File: config.mk
export PLATFORM = sky130hd
export DESIGN_NAME = usd_shadow_port
export DESIGN_NICKNAME = d
export VERILOG_FILES = /design/src/pkg/usd_pkg.sv /design/src/hdl/usd_shadow_port.sv
export SDC_FILE = /design/constraint.sdc
export NUM_CORES = 1
export LEC_CHECK = 0
export BUFFER_PORTS_ARGS = -buffer_cell sky130_fd_sc_hd__buf_2
export CORE_UTILIZATION = 45
export CTS_CLUSTER_SIZE = 28
export DETAILED_ROUTE_END_ITERATION = 7
export GPL_TIMING_DRIVEN = 0
export SLEW_MARGIN = 20
export SYNTH_ARGS = -nofsm -noshare
export SYNTH_HDL_FRONTEND = slang
export SYNTH_SLANG_ARGS = --single-unit
File: constraint.sdc
create_clock -name CLK_IN -period 6.8 [get_ports CLK_IN]
set_input_delay 1.36 -clock CLK_IN [delete_from_list [all_inputs] [get_ports CLK_IN]]
set_output_delay 1.36 -clock CLK_IN [all_outputs]
set_load 0.05 [all_outputs]
File: src/pkg/usd_pkg.sv
// constants for the shadow receive/transmit data port
package usd_pkg;
   localparam int unsigned FIFO_DEPTH = 16;
   localparam logic [31:0] SHADOW_BASE = 32'h5000_1030;
   localparam logic [31:0] SHADOW_LAST = 32'h5000_106C;
   localparam logic [31:0] SHADOW_RX_TX_DATA_8 = 32'h5000_1050;
   localparam logic [31:0] CTRL_ADDR = 32'h5000_1070;
   localparam logic [31:0] LSTAT_ADDR = 32'h5000_1074;
   localparam logic [31:0] ISTAT_ADDR = 32'h5000_1078;
   localparam logic [31:0] IMASK_ADDR = 32'h5000_107C;
   localparam int unsigned DATA_W = 8;
   // control register fields
   localparam int unsigned CTRL_FIFO_EN = 0;
   localparam int unsigned CTRL_IR_MODE = 1;
   localparam logic [1:0] CTRL_RESET = 2'h0;
   // line status fields
   localparam int unsigned LS_RX_VALID = 0;
   localparam int unsigned LS_RX_FULL = 1;
   localparam int unsigned LS_TX_FULL = 2;
   localparam int unsigned LS_TX_EMPTY = 5;
   // event bits, same layout in status and mask
   localparam int unsigned EV_RX_DATA = 0;
   localparam int unsigned EV_OVERRUN = 1;
   localparam int unsigned EV_TX_EMPTY = 2;
   localparam int unsigned EV_TX_DROP = 3;
   localparam int unsigned EV_W = 4;
   localparam logic [3:0] IMASK_RESET = 4'h0;
   localparam logic [1:0] HTRANS_NONSEQ = 2'h2;
endpackage : usd_pkg

File: src/hdl/usd_shadow_port.sv
// shadow receive/transmit data port with ahb-lite register access
//
// Implementation choice: register access over AHB-Lite.
`timescale 1ns/1ps
module usd_shadow_port #(
   parameter int unsigned DEPTH = usd_pkg::FIFO_DEPTH
) (
   input wire logic CLK_IN,
   input wire logic RST_B_IN,
   input wire logic HSEL_IN,
   input wire logic [31:0] HADDR_IN,
   input wire logic [1:0] HTRANS_IN,
   input wire logic HWRITE_IN,
   input wire logic [2:0] HSIZE_IN,
   input wire logic [31:0] HWDATA_IN,
   input wire logic HREADY_IN,
   output logic [31:0] HRDATA_OUT,
   output logic HREADYOUT_OUT,
   output logic HRESP_OUT,
   input wire logic [7:0] RX_SER_BYTE_IN,
   input wire logic RX_SER_VALID_IN,
   input wire logic [7:0] RX_IR_BYTE_IN,
   input wire logic RX_IR_VALID_IN,
   output logic [7:0] TX_BYTE_OUT,
   output logic TX_VALID_OUT,
   input wire logic TX_TAKE_IN,
   output logic RX_DATA_VALID_FLAG_OUT,
   output logic TX_HOLDING_EMPTY_FLAG_OUT,
   output logic FIFO_ENABLE_OUT,
   output logic IR_MODE_OUT,
   output logic IRQ_OUT
);
   localparam int unsigned AW = (DEPTH > 1) ? $clog2(DEPTH) : 1;
   localparam logic [AW:0] CAP_FIFO = (AW+1)'(DEPTH);
   localparam logic [AW:0] CAP_ONE = (AW+1)'(1);

   function automatic logic [AW-1:0] ptr_inc(input logic [AW-1:0] p);
      ptr_inc = (p == AW'(DEPTH - 1)) ? '0 : p + AW'(1);
   endfunction : ptr_inc

   // bus side
   logic pend_q;
   logic wr_q;
   logic [31:0] addr_q;
   logic [1:0] ctrl_q;
   logic [3:0] istat_q;
   logic [3:0] imask_q;
   logic [31:0] rdata_q;
   logic ready_q;

   wire addr_phase = HSEL_IN && HTRANS_IN[1] && HREADY_IN;
   wire is_shadow = (addr_q >= usd_pkg::SHADOW_BASE) && (addr_q <= usd_pkg::SHADOW_LAST)
      && (addr_q[1:0] == 2'h0);
   wire acc_rd = pend_q && !wr_q;
   wire acc_wr = pend_q && wr_q;
   wire fen = ctrl_q[usd_pkg::CTRL_FIFO_EN];
   wire ir_mode = ctrl_q[usd_pkg::CTRL_IR_MODE];
   wire ctrl_wr = acc_wr && (addr_q == usd_pkg::CTRL_ADDR);
   wire flush = ctrl_wr && (HWDATA_IN[usd_pkg::CTRL_FIFO_EN] != fen);

   // receive queue
   logic [7:0] rx_mem [DEPTH];
   logic [AW-1:0] rx_wp_q;
   logic [AW-1:0] rx_rp_q;
   logic [AW:0] rx_cnt_q;

   wire rx_vld = ir_mode ? RX_IR_VALID_IN : RX_SER_VALID_IN;
   wire [7:0] rx_byte = ir_mode ? RX_IR_BYTE_IN : RX_SER_BYTE_IN;
   wire [AW:0] rx_cap = fen ? CAP_FIFO : CAP_ONE;
   wire rx_full = rx_cnt_q == rx_cap;
   wire rx_pop = acc_rd && is_shadow && (rx_cnt_q != '0);
   // fifo on and full: byte lost; fifo off: holding byte replaced
   wire rx_grow = rx_vld && (!rx_full || rx_pop);
   wire rx_store = rx_vld && (!rx_full || rx_pop || !fen);
   wire rx_ovr = rx_vld && rx_full && !rx_pop;
   wire [AW-1:0] rx_widx = fen ? rx_wp_q : '0;
   wire [AW-1:0] rx_ridx = fen ? rx_rp_q : '0;
   wire [AW:0] rx_cnt_d = rx_cnt_q + (AW+1)'(rx_grow) - (AW+1)'(rx_pop);

   // transmit queue
   logic [7:0] tx_mem [DEPTH];
   logic [AW-1:0] tx_wp_q;
   logic [AW-1:0] tx_rp_q;
   logic [AW:0] tx_cnt_q;
   logic [7:0] tx_out_q;
   logic tx_vld_q;

   wire [AW:0] tx_cap = fen ? CAP_FIFO : CAP_ONE;
   wire tx_full = tx_cnt_q == tx_cap;
   wire tx_wr = acc_wr && is_shadow;
   wire tx_move = (tx_cnt_q != '0) && (!tx_vld_q || TX_TAKE_IN);
   wire tx_grow = tx_wr && (!tx_full || tx_move);
   wire tx_store = tx_wr && (!tx_full || tx_move || !fen);
   wire tx_drop = tx_wr && tx_full && !tx_move && fen;
   wire [AW-1:0] tx_widx = fen ? tx_wp_q : '0;
   wire [AW-1:0] tx_ridx = fen ? tx_rp_q : '0;
   wire [AW:0] tx_cnt_d = tx_cnt_q + (AW+1)'(tx_grow) - (AW+1)'(tx_move);
   wire tx_empty_d = (tx_cnt_d == '0);

   // events and read mux
   wire [3:0] ev = {tx_drop, tx_empty_d && (tx_cnt_q != '0), rx_ovr, rx_grow};
   wire istat_rd = acc_rd && (addr_q == usd_pkg::ISTAT_ADDR);
   wire [3:0] istat_d = (istat_rd ? 4'h0 : istat_q) | ev;
   wire [7:0] lstat = {2'h0, (tx_cnt_q == '0), 2'h0, tx_full, rx_full, (rx_cnt_q != '0)};
   wire [7:0] rx_head = (rx_cnt_q != '0) ? rx_mem[rx_ridx] : 8'h00;
   // upper bits of every word read as zero
   wire [31:0] rd_val =
      is_shadow ? {24'h0, rx_head} :
      (addr_q == usd_pkg::CTRL_ADDR) ? {30'h0, ctrl_q} :
      (addr_q == usd_pkg::LSTAT_ADDR) ? {24'h0, lstat} :
      (addr_q == usd_pkg::ISTAT_ADDR) ? {28'h0, istat_q} :
      (addr_q == usd_pkg::IMASK_ADDR) ? {28'h0, imask_q} : 32'h0;

   // one wait state so read data leaves a flip-flop
   always_ff @(posedge CLK_IN or negedge RST_B_IN) begin
      if (!RST_B_IN) begin
         pend_q <= 1'b0;
         wr_q <= 1'b0;
         addr_q <= 32'h0;
         ready_q <= 1'b1;
         rdata_q <= 32'h0;
      end else begin
         pend_q <= addr_phase && !pend_q;
         ready_q <= !(addr_phase && !pend_q);
         if (addr_phase && !pend_q) begin
            wr_q <= HWRITE_IN;
            addr_q <= HADDR_IN;
         end
         rdata_q <= acc_rd ? rd_val : 32'h0;
      end
   end

   always_ff @(posedge CLK_IN or negedge RST_B_IN) begin
      if (!RST_B_IN) begin
         ctrl_q <= usd_pkg::CTRL_RESET;
         imask_q <= usd_pkg::IMASK_RESET;
         istat_q <= 4'h0;
      end else begin
         if (ctrl_wr)
            ctrl_q <= HWDATA_IN[1:0];
         if (acc_wr && (addr_q == usd_pkg::IMASK_ADDR))
            imask_q <= HWDATA_IN[3:0];
         istat_q <= istat_d; // set wins over read clear
      end
   end

   always_ff @(posedge CLK_IN) begin
      if (rx_store)
         rx_mem[rx_widx] <= rx_byte;
      if (tx_store)
         tx_mem[tx_widx] <= HWDATA_IN[7:0];
   end

   always_ff @(posedge CLK_IN or negedge RST_B_IN) begin
      if (!RST_B_IN) begin
         rx_wp_q <= '0;
         rx_rp_q <= '0;
         rx_cnt_q <= '0;
      end else if (flush) begin
         rx_wp_q <= '0;
         rx_rp_q <= '0;
         rx_cnt_q <= '0;
      end else begin
         if (rx_grow && fen)
            rx_wp_q <= ptr_inc(rx_wp_q);
         if (rx_pop && fen)
            rx_rp_q <= ptr_inc(rx_rp_q);
         rx_cnt_q <= rx_cnt_d;
      end
   end

   always_ff @(posedge CLK_IN or negedge RST_B_IN) begin
      if (!RST_B_IN) begin
         tx_wp_q <= '0;
         tx_rp_q <= '0;
         tx_cnt_q <= '0;
         tx_vld_q <= 1'b0;
         tx_out_q <= 8'h00;
      end else if (flush) begin
         tx_wp_q <= '0;
         tx_rp_q <= '0;
         tx_cnt_q <= '0;
         tx_vld_q <= tx_vld_q && !TX_TAKE_IN;
      end else begin
         if (tx_grow && fen)
            tx_wp_q <= ptr_inc(tx_wp_q);
         if (tx_move && fen)
            tx_rp_q <= ptr_inc(tx_rp_q);
         tx_cnt_q <= tx_cnt_d;
         if (tx_move)
            tx_out_q <= tx_mem[tx_ridx];
         tx_vld_q <= tx_move || (tx_vld_q && !TX_TAKE_IN);
      end
   end

   // output flops mirror next state (IRQ_OUT uses the current imask_q) so every pin but the constant HRESP_OUT leaves a register
   always_ff @(posedge CLK_IN or negedge RST_B_IN) begin
      if (!RST_B_IN) begin
         RX_DATA_VALID_FLAG_OUT <= 1'b0;
         TX_HOLDING_EMPTY_FLAG_OUT <= 1'b1;
         FIFO_ENABLE_OUT <= 1'b0;
         IR_MODE_OUT <= 1'b0;
         IRQ_OUT <= 1'b0;
      end else begin
         RX_DATA_VALID_FLAG_OUT <= !flush && (rx_cnt_d != '0);
         TX_HOLDING_EMPTY_FLAG_OUT <= flush || tx_empty_d;
         FIFO_ENABLE_OUT <= ctrl_wr ? HWDATA_IN[usd_pkg::CTRL_FIFO_EN] : fen;
         IR_MODE_OUT <= ctrl_wr ? HWDATA_IN[usd_pkg::CTRL_IR_MODE] : ir_mode;
         IRQ_OUT <= |(istat_d & imask_q);
      end
   end

   assign HRDATA_OUT = rdata_q;
   assign HREADYOUT_OUT = ready_q;
   assign HRESP_OUT = 1'b0;
   assign TX_BYTE_OUT = tx_out_q;
   assign TX_VALID_OUT = tx_vld_q;
endmodule : usd_shadow_port

Word level (Yosys, flattened, before mapping)
Memories as Yosys holds them, arrays and structs flattened. A register that Yosys moved wholly into a read port is not among the register bits.
Cells that the tools add are included.
{"block": "word_totals", "memories": 2, "input_bits": 93, "ff_bits": 85, "mem_bits_rw": 256, "out_inout_bits": 48}
{"block": "op_classes", "reduce_logical": 62, "muxes": 36, "n_eq_ne": 11, "n_lt_le_gt_ge": 2, "addsub": 8, "bitwise_logic": 3}
{"name": "rx_mem", "depth": 16, "width": 8, "read_ports": 1, "rd_clocked_by_memory_dff": 0, "wr": 1, "line": "usd_shadow_port.sv:62", "source": "logic [7:0] rx_mem [DEPTH];"}
{"name": "tx_mem", "depth": 16, "width": 8, "read_ports": 1, "rd_clocked_by_memory_dff": 1, "wr": 1, "line": "usd_shadow_port.sv:81", "source": "logic [7:0] tx_mem [DEPTH];"}
{"op": "32-bit by 31-bit == test with 1-bit output (second input constant)", "count": 4}
{"op": "4-bit two-way mux", "count": 19}
{"op": "32-bit by 31-bit >= comparator with 1-bit output (second input constant)", "count": 1}
{"op": "32-bit by 31-bit <= comparator with 1-bit output (second input constant)", "count": 1}
{"op": "8-bit two-way mux", "count": 4}
{"op": "1-bit logical AND", "count": 31}
{"op": "4-bit by 1-bit adder with 4-bit output (second input constant)", "count": 4}
{"op": "4-bit == test (second input constant)", "count": 4}
{"op": "5-bit two-way mux", "count": 3}
{"op": "5-bit nonzero test", "count": 3}
{"op": "1-bit logical NOT", "count": 12}
{"op": "6-bit two-way mux", "count": 2}
{"op": "5-bit by 1-bit adder with 5-bit output", "count": 2}
{"op": "5-bit == test", "count": 2}
{"op": "5-bit logical NOT", "count": 2}
{"op": "5-bit by 1-bit subtractor with 5-bit output", "count": 2}
{"op": "1-bit two-way mux", "count": 8}
{"op": "2-bit nonzero test", "count": 4}
{"op": "1-bit logical OR", "count": 7}
{"op": "4-bit AND", "count": 1}
{"op": "4-bit bitwise OR", "count": 1}
{"op": "4-bit OR reduction", "count": 1}
{"op": "2-bit logical NOT", "count": 1}
{"op": "2-bit AND reduction", "count": 1}
{"op": "other kinds (2)", "count": 2}

Depth between registers and ports, before layout
{"block": "logic_depth", "depth_word": 12, "mapped_depth": 16, "depth_no_buf": 16}

Least setup slack after synthesis
No wires, ideal clock.
{"block": "synth_path", "path_kind": "register to register", "start": "register addr_q[13]", "end": "register IRQ_OUT", "path_stages_with_launch": 15, "t_arrival_ns": 3.611, "n_path_buf": 0, "period_less_slack_ns": 3.737, "path_slack_ns": 3.063, "setup_ns": 0.126, "required_time_ns": 6.674, "cell_sequence": "dfrtp_1 > or4_4 > a2111oi_1 > a21oi_1 > or3_1 > nand2_1 > o21ai_0 > ha_1 > fa_1 > a21oi_1 > o21bai_1 > xnor2_1 > nand4_1 > o311ai_1 > a311o_1"}
{"block": "synth_between", "elab_chain_len": 12, "word_cells_on_any_way": 25}
{"item": "start: declaration", "line": "usd_shadow_port.sv:44", "source": "logic [31:0] addr_q;"}
{"item": "start signal: assignment", "line": "usd_shadow_port.sv:119", "source": "addr_q <= 32'h0;"}
{"item": "start signal: assignment", "line": "usd_shadow_port.sv:127", "source": "addr_q <= HADDR_IN;"}
{"item": "32-bit by 31-bit >= comparator with 1-bit output / 32-bit by 31-bit <= comparator with 1-bit output (equally long branches)", "line": "usd_shadow_port.sv:52", "source": "wire is_shadow = (addr_q >= usd_pkg::SHADOW_BASE) && (addr_q <= usd_pkg::SHADOW_LAST)"}
{"item": "1-bit logical AND", "line": "usd_shadow_port.sv:52"}
{"item": "1-bit logical AND", "line": "usd_shadow_port.sv:53", "source": "&& (addr_q[1:0] == 2'h0);"}
{"item": "1-bit logical AND", "line": "usd_shadow_port.sv:90", "source": "wire tx_wr = acc_wr && is_shadow;"}
{"item": "1-bit logical AND", "line": "usd_shadow_port.sv:92", "source": "wire tx_grow = tx_wr && (!tx_full || tx_move);"}
{"item": "5-bit by 1-bit adder with 5-bit output", "line": "usd_shadow_port.sv:97", "source": "wire [AW:0] tx_cnt_d = tx_cnt_q + (AW+1)'(tx_grow) - (AW+1)'(tx_move);"}
{"item": "5-bit by 1-bit subtractor with 5-bit output", "line": "usd_shadow_port.sv:97"}
{"item": "5-bit logical NOT", "line": "usd_shadow_port.sv:98", "source": "wire tx_empty_d = (tx_cnt_d == '0);"}
{"item": "1-bit logical AND", "line": "usd_shadow_port.sv:101", "source": "wire [3:0] ev = {tx_drop, tx_empty_d && (tx_cnt_q != '0), rx_ovr, rx_grow};"}
{"item": "4-bit bitwise OR *", "line": "usd_shadow_port.sv:103", "source": "wire [3:0] istat_d = (istat_rd ? 4'h0 : istat_q) | ev;"}
{"item": "4-bit AND *", "line": "usd_shadow_port.sv:209", "source": "IRQ_OUT <= |(istat_d & imask_q);"}
{"item": "4-bit OR reduction *", "line": "usd_shadow_port.sv:209"}
{"item": "end signal: assignment", "line": "usd_shadow_port.sv:209"}
{"item": "end: declaration", "line": "usd_shadow_port.sv:31", "source": "output logic IRQ_OUT"}
Every way passes the cells marked *; elsewhere a longest branch is shown, timed or not.
A chain may end at the register's enable or synchronous reset.

Worst setup path after layout
{"block": "layout_path", "start": "register addr_q[17]", "end": "register IRQ_OUT"}
Same word-level chain as after synthesis.

==> impl_metrics.py <==
metrics = {
    "outcome": {
        "outcome": "completed",
    },
    "grt": {
        "grt_max_degree": 64,
        "gr-total-overflow": 0,
        "antenna_found_initial": 0,
        "grt_pass1_wl_um": 53700,
        "grt_pass1_vias": 9077,
        "grtUsageTotal": 0.212,
    },
    "critical_path": {
        "critPathMaxFanout": 8,
        "critPathLaunchType": "register",
        "cp.required_ps": 7190,
        "r2r_slack_ps": 2370,
        "reg2reg_depth": 14,
        "critPathKind": "reg -> reg",
        "rr_startpoint": "addr_q[17]",
        "r2r-end": "IRQ_OUT",
        "end_kind": "register",
        "cp-startpoint": "addr_q[17]",
        "crit_arrival_ps": 4820,
    },
    "timing": {
        "skew_ps": 27.8,
        "rsz0062_at_grt": "no",
        "setup_violations": 0,
        "fin_setup_tns_ps": 0,
        "slew_headroom": 0.330,
        "fmax_mhz": 226,
        "finalCritPeriodShare": 0.651,
        "maxSlewViolCount": 0,
        "worst_pin_slew_ps": 1000,
        "fin_crit_ps": 4430,
        "finalHoldViolCount": 0,
    },
    "synthesis": {
        "synth_area_mm2": 0.0150,
        "yosysSeqAreaShare": 0.667,
        "synth.largest_area_cell": "edfxtp_1",
        "postSynthAreaPerCell_um2": 13.6,
        "ys_ff_latch": 349,
        "synth.top_cell.area_share": 0.512,
        "ys_warn_count": 0,
        "synth_area_leaders": "edfxtp_1 (51%), dfrtp_1 (15%), mux2_2 (4.9%)",
        "syn_inst": 1100,
        "synth.distinct_cells": 72,
        "synth_ff_type": "edfxtp_1",
        "synth_edf_count": 256,
        "async_flop_share": 0.266,
    },
    "cells_and_area": {
        "layout_common_cells": "edfxtp_1 (256), nand2_1 (158), dfrtp_1 (91), buf_2 (89), nor2_1 (73)",
        "layout_commonest_cell": "edfxtp_1",
        "antenna_cells": 0,
        "final_core_util": 0.532,
        "syn2layout_area_growth_pct": 15.8,
        "drive_gt1_frac": 0.209,
        "fin_area_mm2": 0.0174,
        "fin_nets": 1363,
    },
    "routing": {
        "vias": 9529,
        "firstDrtPassIters": 6,
        "avgRoutedWirePerCell_um": 20.5,
        "ant_nets": 0,
        "via_per_inst": 5.53,
        "drcViolationCount": 0,
        "drtIter0Drc": 814,
        "routed_wl_um": 35300,
    },
    "floorplan": {
        "dieWidth_um": 185,
        "fp.dieH_um": 185,
        "fp.dieArea_mm2": 0.0341,
        "coreArea_mm2": 0.0327,
        "io-pin-count": 141,
        "rows": 66,
        "initial_core_util": 0.459,
    },
    "clock_network": {
        "post-cts-setup-buffers": 0,
        "ctsHoldBuffers": 0,
        "cts_tree": "yes",
        "post_cts_resize_count": 0,
        "numCtsBuffers": 39,
        "cts_buffer_depth": 3,
        "cts_num_sinks": 349,
        "ctsHtreeMaxLevel": 2,
        "cts_root_buf": "clkbuf_16",
        "cts.clk_slew.worst_paths_ps": 60,
        "insertion_delay_ps": 530,
    },
    "power_and_ir_drop": {
        "total_power_w": 0.00508,
        "p_leak_nw": 6.61,
        "irDropWorstVdd_mv": 0.242,
        "p_per_area_mw_per_mm2": 292,
    },
    "worst_hold_path": {
        "worst_hold_path.endpoint": "addr_q[1]",
        "min_path_cells": 2,
        "min-delay-start": "addr_q[1]",
        "hp-class": "reg -> reg",
    },
    "placed_design": {
        "gp_congestion": 0.856,
        "hpwl_um": 23900,
        "port_buffers": 87,
        "postPlaceCellArea_mm2": 0.0162,
    },
    "job": {
        "maxCapViolCount": 0,
    },
}
power breakdown:
| group | switching (W) | total [W] | internal [W] |
|---|---|---|---|
| registers | 0.0000639 | 0.00245 | 0.00239 |
| logic | 0.000381 | 0.000618 | 0.000237 |
| clock network | 0.000816 | 0.00201 | 0.00119 |
| total | 0.00126 | 0.00508 | 0.00382 |
cell usage after synthesis, types with 4 or more instances:
library cell,n
nand2b_1,6
nor2b_1,9
clkbuf_1,42
o22ai_1,8
buf_1,12
nor3b_1,5
buf_4,25
a221oi_1,35
o211ai_1,4
nor2_1,73
a22oi_1,10
nand2_1,158
inv_1,15
or3_1,4
or4_4,5
nand3b_1,5
a211oi_1,9
a31oi_1,8
and2_1,4
nand3_1,11
edfxtp_1,256
nor4_1,7
a21oi_1,37
mux4_2,8
o21ai_0,20
mux2i_1,46
xnor2_1,8
nand4_1,5
mux2_2,65
ha_1,15
a221o_1,13
o311ai_0,4
nor3_1,16
a21o_1,4
dfrtp_1,91
state kept, by name, summed over array words and instances (netlist names), 5 cells and up:
name         count
TX_BYTE_OUT      8
tx_mem         128
rx_mem         128
tx_cnt_q         5
addr_q          32
rx_cnt_q         5
HRDATA_OUT       8
worst max-delay path by stage:
stage	to	slack [ps]	cells after the start
CTS	IRQ_OUT	2390	14
floorplan	IRQ_OUT	3060	14
global placement	rx_mem[1][6]	2400	7
finish	IRQ_OUT	2370	14
detailed placement	IRQ_OUT	2440	14
global route	IRQ_OUT	2030	13
worst max-delay path, stage by stage, from the launching register on:
cell,delay [ps]
dfrtp_1,380
nor4b_1,370
nand4_1,440
or4_1,710
or3_1,450
nand2_1,180
o21ai_0,110
ha_1,220
fa_1,420
a21oi_1,150
o21bai_1,90
xnor2_1,170
nand4_1,140
o311ai_1,100
a311o_1,370
metal layers:
metal | vias up | part of all wire | track usage
met1 | 4754 | 0.45 | 0.300
met3 | 68 | 0.051 | 0.0308
met2 | 290 | 0.47 | 0.336
met4 | 0 | 0.026 | 0.0674
met5 | - | 0 | 0
li1 | 4417 | - | -
cell families (layout without fill, tap and decap cells):
kind of cell,count (synthesis),count (layout),share of synthesized area
other,1,25,0.000250
muxes,119,119,0.0915
xor gates and xnor gates,10,10,0.00584
DFF,349,349,0.667
AOI/OAI and AO/OA,178,178,0.0869
adders and majority gates,17,17,0.0152
and+or+nand+nor,328,328,0.102
buffers and inverters,98,255,0.0310
area by class of cell:
type	instances	area (um^2)
inverter	16	60.1
sequential	349	10000
timing repair buffer	88	469
clock buffer	54	1080
multi-input combinational	677	4650
clock inverter	15	144
fill	2804	15300
tap	442	553
buffer	82	405
stage by stage:
step / hold slack, ps / setup WS (ps) / std cells
6_report: 472 / 2370 / 1723
3_3_place_gp: 456 / 2400 / 1653
2_1_floorplan: 438 / 3060 / 1124
5_1_grt: 497 / 2030 / 1723
3_5_place_dp: 463 / 2440 / 1654
4_1_cts: 475 / 2390 / 1723
Note: power is estimated with default switching activity, not from simulation.
